`config.mk`:
```
export PLATFORM = sky130hd
export DESIGN_NAME = timer_waveform_output_control
export DESIGN_NICKNAME = d
export VERILOG_FILES = /design/src/timer_wave_pkg.sv /design/src/wave_ctl_if.sv /design/src/compare_out_unit.sv /design/src/timer_waveform_output_control.sv
export SDC_FILE = /design/constraint.sdc
export NUM_CORES = 1
export LEC_CHECK = 0
export ABC_AREA = 1
export BUFFER_PORTS_ARGS = -buffer_cell sky130_fd_sc_hd__buf_4
export CORE_MARGIN = 5
export CORE_UTILIZATION = 61
export DETAILED_ROUTE_END_ITERATION = 8
export PLACE_DENSITY = 0.87
export SYNTH_ARGS = -nofsm -noshare
export SYNTH_HDL_FRONTEND = slang
export SYNTH_SLANG_ARGS = --single-unit
```
`constraint.sdc`:
```
create_clock -name sys_clk_i -period 5.9 [get_ports sys_clk_i]
set_input_delay 0 -clock sys_clk_i [delete_from_list [all_inputs] [get_ports sys_clk_i]]
set_output_delay 0 -clock sys_clk_i [all_outputs]
set_load 0.01 [all_outputs]
```
`src/timer_wave_pkg.sv`:
```
/*
 Shared constants, field positions and types for the second 8-bit timer's
 waveform and compare-output control block. Assumes a single 200 MHz clock
 and an APB register bus with 12-bit byte addresses.
*/
// Overview of operation
// - Nonzero channel output mode field hands the pin to the compare output.
// - Pin driver enabled only while the port direction bit is set.
// - Non-PWM channel A: 00 off, 01 toggle, 10 clear, 11 set on match.
// - Fast PWM A: 01 toggles only with top mode bit; 10/11 clear/set, BOTTOM opposite.
// - Fast PWM: compare equal TOP with upper bit set ignores match, BOTTOM action kept.
// - Phase PWM A: 10 clear up, set down; 11 reverse; 01 toggle with top bit.
// - Phase PWM: compare equal TOP with upper bit set ignores match, acts at TOP.
// - Non-PWM channel B decodes exactly like channel A.
// - Fast PWM B: 01 reserved; 10 non-inverting, 11 inverting.
// - Phase PWM B: 01 reserved; 10 clear up, set down; 11 reverse.
// - Control bits 3:2 read zero and ignore writes.
// - Waveform mode is top bit plus control bits 1:0, modes 0 to 7.
// - Modes 0, 1, 3 use TOP 0xFF; update and overflow points per mode.
// - Modes 5 and 7 take TOP from compare A; modes 4 and 6 reserved.
// - Counter offers normal, clear-on-match, fast PWM and phase-correct PWM.
// - Top waveform mode bit lives at bit 3 of the second control register.
package timer_wave_pkg;
   localparam logic [11:0] OFS_OUTPUT_MODE_CTRL = 12'h0B0;
   localparam logic [11:0] OFS_CLOCK_FORCE_CTRL = 12'h0B4;
   localparam logic [11:0] OFS_COMPARE_A = 12'h0B8;
   localparam logic [11:0] OFS_COMPARE_B = 12'h0BC;
   localparam logic [11:0] OFS_COUNT = 12'h0C0;
   localparam logic [11:0] OFS_IRQ_STATUS = 12'h0C4;
   localparam logic [11:0] OFS_IRQ_MASK = 12'h0C8;
   localparam logic [7:0] RST_BYTE = 8'h00;
   localparam logic [2:0] RST_IRQ = 3'h0;
   localparam logic [7:0] OUTPUT_MODE_WMASK = 8'hF3;
   localparam logic [7:0] CLOCK_FORCE_WMASK = 8'h09;
   localparam int A_MODE_HI = 7;
   localparam int A_MODE_LO = 6;
   localparam int B_MODE_HI = 5;
   localparam int B_MODE_LO = 4;
   localparam int WAVE_LOW_HI = 1;
   localparam int WAVE_LOW_LO = 0;
   localparam int WAVE_TOP_BIT = 3;
   localparam int RUN_BIT = 0;
   localparam int ST_OVERFLOW = 0;
   localparam int ST_MATCH_A = 1;
   localparam int ST_MATCH_B = 2;
   localparam logic [7:0] MAX_VAL = 8'hFF;
   localparam logic [7:0] BOTTOM_VAL = 8'h00;

   typedef enum logic [2:0] {CLS_NORMAL, CLS_CTC, CLS_FAST, CLS_PHASE, CLS_RSVD} wave_class_t;
endpackage

```
`src/wave_ctl_if.sv`:
```
/*
 Timing events shared between the counter core and the compare output units.
 Assumes every signal is generated on the system clock.
*/
`timescale 1ns/1ps
`default_nettype none
interface wave_ctl_if;
   import timer_wave_pkg::*;
   logic tick;
   wave_class_t cls;
   logic up;
   logic at_top;
   logic wave_top;
   modport src (output tick, output cls, output up, output at_top, output wave_top);
   modport unit (input tick, input cls, input up, input at_top, input wave_top);
endinterface
`default_nettype wire

```
`src/compare_out_unit.sv`:
```
/*
 One compare output waveform flip-flop and its action decoder.
 Assumes match and TOP events are single-cycle and qualified by the tick.
*/
`timescale 1ns/1ps
`default_nettype none
module compare_out_unit #(
   parameter bit IS_A = 1'b1
) (
   input wire logic sys_clk_i, // System clock
   input wire logic rst_b_i, // Synchronous reset, active low
   wave_ctl_if.unit ctl, // Counter events
   input wire logic [1:0] field_i, // Channel output mode field
   input wire logic match_i, // Compare match pulse
   input wire logic eq_top_i, // Compare value equals TOP
   output logic wave_o // Waveform level
);
   import timer_wave_pkg::*;
   logic next_wave;
   wire toggle_ok = (field_i == 2'b01) && IS_A && ctl.wave_top;

   always_comb
   begin
      next_wave = wave_o;
      case (ctl.cls)
         CLS_NORMAL, CLS_CTC:
         begin
            if (match_i)
            begin
               if (field_i == 2'b01)
                  next_wave = ~wave_o;
               else if (field_i[1])
                  next_wave = field_i[0];
            end
         end
         CLS_FAST:
         begin
            if (toggle_ok && match_i)
               next_wave = ~wave_o;
            else if (field_i[1] && ctl.at_top)
               next_wave = ~field_i[0];
            else if (field_i[1] && match_i && !eq_top_i)
               next_wave = field_i[0];
         end
         CLS_PHASE:
         begin
            if (toggle_ok && match_i)
               next_wave = ~wave_o;
            else if (field_i[1] && eq_top_i)
            begin
               if (ctl.at_top && ctl.up)
                  next_wave = ~field_i[0];
            end
            else if (field_i[1] && match_i)
               next_wave = ctl.up ? field_i[0] : ~field_i[0];
         end
         default:
            next_wave = wave_o;
      endcase
   end

   always_ff @(posedge sys_clk_i)
   begin
      if (!rst_b_i)
         wave_o <= 1'b0;
      else if (ctl.tick)
         wave_o <= next_wave;
   end
endmodule
`default_nettype wire

```
`src/timer_waveform_output_control.sv`:
```
/*
 Second 8-bit timer: mode decoder, counter, double-buffered compare values,
 compare output pins, interrupt status/mask, and an APB slave.
 Assumes an APB master on the same clock and direction bits from port logic
 on the same clock, so neither input is synchronised.
*/
// Chosen here: register access over APB.
`timescale 1ns/1ps
`default_nettype none
module timer_waveform_output_control (
   input wire logic sys_clk_i, // 200 MHz system clock
   input wire logic rst_b_i, // Synchronous reset, active low
   input wire logic psel_i, // APB select
   input wire logic penable_i, // APB enable
   input wire logic pwrite_i, // APB write
   input wire logic [11:0] paddr_i, // APB byte address
   input wire logic [31:0] pwdata_i, // APB write data
   output logic [31:0] prdata_o, // APB read data
   output logic pready_o, // APB ready
   output logic pslverr_o, // APB error on unmapped address
   input wire logic dir_a_i, // Port direction bit of pin A
   input wire logic dir_b_i, // Port direction bit of pin B
   output logic wave_a_o, // Compare output A level
   output logic oe_a_o, // Pin A driver enable
   output logic override_a_o, // Pin A taken from port function
   output logic wave_b_o, // Compare output B level
   output logic oe_b_o, // Pin B driver enable
   output logic override_b_o, // Pin B taken from port function
   output logic irq_o // Level interrupt
);
   import timer_wave_pkg::*;

   function automatic wave_class_t mode_class(input logic [2:0] m);
      case (m)
         3'd0: mode_class = CLS_NORMAL;
         3'd2: mode_class = CLS_CTC;
         3'd3, 3'd7: mode_class = CLS_FAST;
         3'd1, 3'd5: mode_class = CLS_PHASE;
         default: mode_class = CLS_RSVD;
      endcase
   endfunction

   function automatic logic [7:0] next_count(input logic [7:0] c, input logic [7:0] t,
      input logic u, input wave_class_t k);
      logic [7:0] inc;
      logic [7:0] dec;
      inc = 8'(c + 8'h01);
      dec = 8'(c - 8'h01);
      case (k)
         CLS_NORMAL: next_count = inc;
         CLS_CTC, CLS_FAST: next_count = (c == t) ? BOTTOM_VAL : inc;
         CLS_PHASE:
         begin
            if (t == BOTTOM_VAL)
               next_count = BOTTOM_VAL;
            else if (u)
               next_count = (c == t) ? dec : inc;
            else
               next_count = (c == BOTTOM_VAL) ? inc : dec;
         end
         default: next_count = c;
      endcase
   endfunction

   logic [7:0] output_mode_ctrl;
   logic [7:0] clock_force_ctrl;
   logic [7:0] buf_a;
   logic [7:0] buf_b;
   logic [7:0] compare_value_a;
   logic [7:0] compare_value_b;
   logic [7:0] count;
   logic up;
   logic block;
   logic [2:0] irq_status;
   logic [2:0] irq_mask;

   wave_ctl_if ctl ();

   // Register decode
   wire wr = psel_i && penable_i && pwrite_i;
   wire rd_setup = psel_i && !penable_i && !pwrite_i;
   wire sel_mode = (paddr_i == OFS_OUTPUT_MODE_CTRL);
   wire sel_clock = (paddr_i == OFS_CLOCK_FORCE_CTRL);
   wire sel_cmp_a = (paddr_i == OFS_COMPARE_A);
   wire sel_cmp_b = (paddr_i == OFS_COMPARE_B);
   wire sel_count = (paddr_i == OFS_COUNT);
   wire sel_stat = (paddr_i == OFS_IRQ_STATUS);
   wire sel_mask = (paddr_i == OFS_IRQ_MASK);
   wire mapped = sel_mode || sel_clock || sel_cmp_a || sel_cmp_b || sel_count
      || sel_stat || sel_mask;

   // Mode and TOP decode
   wire [2:0] waveform_mode_field = {clock_force_ctrl[WAVE_TOP_BIT],
      output_mode_ctrl[WAVE_LOW_HI:WAVE_LOW_LO]};
   wire wave_class_t cls = mode_class(waveform_mode_field);
   wire top_from_a = (waveform_mode_field == 3'd2) || waveform_mode_field[2];
   wire [7:0] top = top_from_a ? compare_value_a : MAX_VAL;
   wire tick = clock_force_ctrl[RUN_BIT] && (cls != CLS_RSVD);
   wire at_top = tick && (count == top);
   wire [1:0] channel_a_output_mode = output_mode_ctrl[A_MODE_HI:A_MODE_LO];
   wire [1:0] channel_b_output_mode = output_mode_ctrl[B_MODE_HI:B_MODE_LO];

   // A counter write suppresses the match on the following tick
   wire match_a = tick && !block && (count == compare_value_a);
   wire match_b = tick && !block && (count == compare_value_b);
   wire eq_top_a = (compare_value_a == top);
   wire eq_top_b = (compare_value_b == top);

   // Compare values: immediate in normal and CTC, at TOP in fast PWM, at TOP on the up slope in phase PWM
   wire upd_imm = (cls == CLS_NORMAL) || (cls == CLS_CTC);
   wire upd_now = upd_imm || (cls == CLS_FAST && at_top)
      || (cls == CLS_PHASE && at_top && up);

   wire overflow_flag = ((cls == CLS_NORMAL || cls == CLS_CTC) && tick && count == MAX_VAL)
      || (cls == CLS_FAST && at_top)
      || (cls == CLS_PHASE && tick && count == BOTTOM_VAL && !up);
   wire [2:0] events = {match_b, match_a, overflow_flag};
   wire [2:0] clr_bits = (wr && sel_stat) ? pwdata_i[2:0] : 3'h0;
   // Set wins over a same-cycle clear, so no event is lost
   wire [2:0] next_irq_status = (irq_status & ~clr_bits) | events;

   wire [7:0] next_up_count = next_count(count, top, up, cls);

   logic [31:0] read_mux;
   always_comb
   begin
      read_mux = 32'h0000_0000;
      if (sel_mode)
         read_mux = {24'h00_0000, output_mode_ctrl & OUTPUT_MODE_WMASK};
      else if (sel_clock)
         read_mux = {24'h00_0000, clock_force_ctrl};
      else if (sel_cmp_a)
         read_mux = {24'h00_0000, buf_a};
      else if (sel_cmp_b)
         read_mux = {24'h00_0000, buf_b};
      else if (sel_count)
         read_mux = {24'h00_0000, count};
      else if (sel_stat)
         read_mux = {29'h0000_0000, irq_status};
      else if (sel_mask)
         read_mux = {29'h0000_0000, irq_mask};
   end

   always_ff @(posedge sys_clk_i)
   begin
      if (!rst_b_i)
      begin
         output_mode_ctrl <= RST_BYTE;
         clock_force_ctrl <= RST_BYTE;
         irq_mask <= RST_IRQ;
      end
      else if (wr)
      begin
         if (sel_mode)
            output_mode_ctrl <= pwdata_i[7:0] & OUTPUT_MODE_WMASK;
         if (sel_clock)
            clock_force_ctrl <= pwdata_i[7:0] & CLOCK_FORCE_WMASK;
         if (sel_mask)
            irq_mask <= pwdata_i[2:0];
      end
   end

   always_ff @(posedge sys_clk_i)
   begin
      if (!rst_b_i)
      begin
         buf_a <= RST_BYTE;
         buf_b <= RST_BYTE;
      end
      else if (wr)
      begin
         if (sel_cmp_a)
            buf_a <= pwdata_i[7:0];
         if (sel_cmp_b)
            buf_b <= pwdata_i[7:0];
      end
   end

   always_ff @(posedge sys_clk_i)
   begin
      if (!rst_b_i)
      begin
         compare_value_a <= RST_BYTE;
         compare_value_b <= RST_BYTE;
      end
      else if (upd_now)
      begin
         compare_value_a <= buf_a;
         compare_value_b <= buf_b;
      end
   end

   always_ff @(posedge sys_clk_i)
   begin
      if (!rst_b_i)
      begin
         count <= BOTTOM_VAL;
         block <= 1'b0;
      end
      else if (wr && sel_count)
      begin
         count <= pwdata_i[7:0];
         block <= 1'b1;
      end
      else if (tick)
      begin
         count <= next_up_count;
         block <= 1'b0;
      end
   end

   // Slope direction, only meaningful in phase-correct modes
   always_ff @(posedge sys_clk_i)
   begin
      if (!rst_b_i)
         up <= 1'b1;
      else if (cls != CLS_PHASE)
         up <= 1'b1;
      else if (at_top && up && top != BOTTOM_VAL)
         up <= 1'b0;
      else if (tick && !up && count == BOTTOM_VAL)
         up <= 1'b1;
   end

   always_ff @(posedge sys_clk_i)
   begin
      if (!rst_b_i)
      begin
         irq_status <= RST_IRQ;
         prdata_o <= 32'h0000_0000;
      end
      else
      begin
         irq_status <= next_irq_status;
         if (rd_setup)
            prdata_o <= read_mux;
      end
   end

   assign ctl.tick = tick;
   assign ctl.cls = cls;
   assign ctl.up = up;
   assign ctl.at_top = at_top;
   assign ctl.wave_top = waveform_mode_field[2];

   compare_out_unit #(.IS_A(1'b1)) unit_a (
      .sys_clk_i(sys_clk_i),
      .rst_b_i(rst_b_i),
      .ctl(ctl),
      .field_i(channel_a_output_mode),
      .match_i(match_a),
      .eq_top_i(eq_top_a),
      .wave_o(wave_a_o)
   );

   compare_out_unit #(.IS_A(1'b0)) unit_b (
      .sys_clk_i(sys_clk_i),
      .rst_b_i(rst_b_i),
      .ctl(ctl),
      .field_i(channel_b_output_mode),
      .match_i(match_b),
      .eq_top_i(eq_top_b),
      .wave_o(wave_b_o)
   );

   assign override_a_o = |channel_a_output_mode;
   assign override_b_o = |channel_b_output_mode;
   assign oe_a_o = override_a_o && dir_a_i;
   assign oe_b_o = override_b_o && dir_b_i;
   assign pready_o = 1'b1;
   assign pslverr_o = psel_i && penable_i && !mapped;
   assign irq_o = |(irq_status & irq_mask);
endmodule
`default_nettype wire

```
==> results.sh <==
export IMPL_cts_sinks=66
export IMPL_first_pass_iters=5
export IMPL_antenna_found_initial=0
export IMPL_core_area_um2=7690
export IMPL_finClkSkew_ns=0.0152
export IMPL_ys_flop_type="dfxtp_1"
export IMPL_synth_edff_count=0
export IMPL_synth_top_cell_by_area="dfxtp_1"
export IMPL_hp_start="rst_b_i"
export IMPL_cp_arrival_ns=2.79
export IMPL_clk_path_buf_depth=2
export IMPL_synth_warnings=0
export IMPL_intPower_uw=706
export IMPL_routedWlPerCell_um=17.0
export IMPL_whs_endpoint="ctl.up$_SDFFE_PP1P_"
export IMPL_r2r_start="output_mode_ctrl[0]$_SDFFE_PN0P_"
export IMPL_synth_seq_cells=66
export IMPL_hp_class="in -> reg"
export IMPL_worst_slew_pin_slew_ns=1.15
export IMPL_dp_final_hpwl_um=11000
export IMPL_chipHeight_um=98.5
export IMPL_peakVddDrop_uv=142
export IMPL_synth_async_sr_flop_share_pct=0
export IMPL_grt_pass1_wl_um=23900
export IMPL_ff2ff_path_depth=16
export IMPL_overflow=0
export IMPL_synthTopCellsByCount="132 x nand2_1, 102 x inv_1, 100 x nor2_1, 66 x dfxtp_1, 63 x nand3_1"
export IMPL_cts_resized=0
export IMPL_gp_congestion=0.937
export IMPL_drcViolationCount=0
export IMPL_switching_share_pct=24.6
export IMPL_cap_violations=0
export IMPL_crit_slowest_cell="dfxtp_1"
export IMPL_p_seq_share_pct=47.8
export IMPL_rsz0062_at_grt="false"
export IMPL_slew_violations=0
export IMPL_portBuffers=42
export IMPL_final_setup_viol_count=0
export IMPL_fmax_mhz=393
export IMPL_yosysMostFrequentCell="nand2_1"
export IMPL_via_count=5217
export IMPL_worstSetupPathType="reg -> reg"
export IMPL_p_clk_share_pct=45.7
export IMPL_cp_max_fo=23
export IMPL_htree_levels=3
export IMPL_p_switching_uw=231
export IMPL_cts_tree="yes"
export IMPL_period_share_pct=43.1
export IMPL_crit_chain="inv_2 > nand2_2 > nand2_4 > nand2_1 > nand2_1 > nand2_1 > inv_1 > nand2_2 > nor2_4 > nand2_2 > nor2_4 > nand2_2 > nand3_4 > inv_4 > nor2_1 > nor2_1"
export IMPL_min_path_cells=2
export IMPL_totalPowerFinal_uw=937
export IMPL_final_setup_tns_ns=0
export IMPL_grt_max_degree=44
export IMPL_antenna_cells=0
export IMPL_yosys_cell_types_count=43
export IMPL_first_iter_violations=604
export IMPL_synthTopCellsByArea="dfxtp_1 28%, nand2_1 10%, inv_1 8.0%"
export IMPL_endpoint_kind="flop"
export IMPL_synth_seq_area_share_pct=27.6
export IMPL_start_kind="flop"
export IMPL_slowest_delay_ns=0.33
export IMPL_clock_latency_ns=0.36
export IMPL_cts_clk_slew_worst_paths_ns=0.08
export IMPL_r2r_end="compare_value_b[7]$_SDFFE_PN0P_"
export IMPL_leakage_uw=0.00220
export IMPL_slew_headroom_pct=23.0
export IMPL_pin_count=92
export IMPL_crit_top_cell="nand2_2"
export IMPL_fin_nets=842
export IMPL_layout_drive_gt1_share_pct=12.4
export IMPL_min_period_ns=2.54
export IMPL_hold_viol_final=0
export IMPL_grt_pass1_vias=4746
export IMPL_syn_area_per_cell_um2=6.35
export IMPL_syn_inst=753
export IMPL_ant_nets=0
export IMPL_pwr_share_comb_pct=6.5
export IMPL_rows=32
export IMPL_seq_area_um2=1320
export IMPL_status="finished clean"
export IMPL_synth_top_area_share_pct=27.6
export IMPL_grt_total_usage_pct=31.0
export IMPL_via_per_inst=5.84
export IMPL_totalWireLength_um=15200
export IMPL_synth_area_um2=4780
export IMPL_die_area_um2=9710
export IMPL_die_w_um=98.5
export IMPL_multi_input_area_um2=2820
export IMPL_required_ns=6.14
export IMPL_initial_core_util_pct=62.2
export IMPL_final_fill_count=697
export IMPL_numCtsBuffers=9
export IMPL_r2r_setup_slack_ns=3.36
export IMPL_root_buffer="clkbuf_8"
export IMPL_area_delta_synth_final_pct=10.6
export IMPL_power_density_nw_per_um2=177
[placed cells by master (no fill, tap or decap), types with 2 or more instances in the layout]
master,n
a211oi_1,16
conb_1,25
nor2_2,11
a21oi_1,34
inv_1,102
nand3_1,63
a31oi_1,3
nor3_1,16
o221ai_1,8
clkbuf_8,9
nand2_1,132
nand3b_1,3
nand2_2,15
clkinvlp_4,2
o21ai_0,39
o21ai_1,11
clkinv_4,2
nor4_1,3
bufinv_16,2
buf_4,42
nor2_4,3
xor2_1,12
dfxtp_1,66
nand2_4,4
nor2_1,100
nand4_1,25
xnor2_1,9
o211ai_1,4
dlygate4sd3_1,9
ha_1,3
o22ai_1,6
[repair_timing]
item,4_1_cts,5_1_grt
endpoints found under the hold margin,16,0
hold buffers,9,0
buffers inserted,0,0
endpoints found under the setup margin,0,0
[worst max path at each step]
stage	from	to	slack, ns	depth (start not counted)
floorplan	output_mode_ctrl[0]$_SDFFE_PN0P_	compare_value_a[0]$_SDFFE_PN0P_	4.07	16
global placement	output_mode_ctrl[0]$_SDFFE_PN0P_	compare_value_b[7]$_SDFFE_PN0P_	3.48	16
detailed placement	output_mode_ctrl[0]$_SDFFE_PN0P_	compare_value_b[7]$_SDFFE_PN0P_	3.48	16
CTS	output_mode_ctrl[0]$_SDFFE_PN0P_	compare_value_b[7]$_SDFFE_PN0P_	3.45	16
global route	output_mode_ctrl[0]$_SDFFE_PN0P_	compare_value_b[7]$_SDFFE_PN0P_	3.22	16
finish	output_mode_ctrl[0]$_SDFFE_PN0P_	compare_value_b[7]$_SDFFE_PN0P_	3.36	16
[flip-flops by register name (all words and copies together), names as in the netlist, 2 cells and up]
register,cells
buf_a,8
irq_mask,3
irq_status,3
count,8
clock_force_ctrl,2
output_mode_ctrl,6
buf_b,8
compare_value_a,8
compare_value_b,8
prdata_o,8
[critical path: cells and delay by family, from the launching register on]
| family | cells | cell delay [ns] |
|---|---|---|
| flip-flops | 1 | 0.33 |
| buffers and inverters | 3 | 0.41 |
| AND/OR/NAND/NOR | 13 | 1.69 |
[kinds of logic after synthesis]
| group | after synthesis | share of synthesized area, % |
|---|---|---|
| compound gates | 127 | 15.6 |
| xor+xnor | 21 | 3.85 |
| fa+ha+maj | 3 | 0.785 |
| buf+inv | 154 | 15.1 |
| flops | 66 | 27.6 |
| other cells | 2 | 0.157 |
| simple gates | 380 | 36.8 |
[per-stage QoR]
stage	instances	hold slack (ns)	util (%)	setup slack [ns]	cell area (um2)
detailed placement	870	0.307	64.8	3.48	4980
CTS	894	0.0505	68.8	3.45	5290
finish	894	0.0536	68.8	3.36	5290
floorplan	776	0.0871	-	4.07	4870
global placement	870	0.298	64.8	3.48	4980
global route	894	0.0791	68.8	3.22	5290
[power by group through the flow]
stage	Combinational [uW]	Sequential (uW)	Clock [uW]
2_1_floorplan	37.6	459	0
3_3_place_gp	53.2	458	0
3_5_place_dp	54.2	458	0
4_1_cts	59.2	448	427
5_1_grt	66.5	448	447
6_report	61.3	448	428
[metal layers]
metal	up-vias	GRT usage [%]	part of all wire, %
li1	2489	-	-
met1	2349	40.7	40
met2	324	49.3	46
met3	55	5.94	10
met4	0	14.0	3.9
met5	-	0	0
[area by class of cell]
cell class	count	share of cell area, %
Timing Repair Buffer	51	7.67
Clock buffer	9	2.34
Clock inverter	6	1.75
Multi-Input combinational cell	556	53.4
Inverter	104	7.43
Tap cell	102	2.41
Sequential cell	66	25.0
Note: power is estimated with default switching activity, not from simulation.
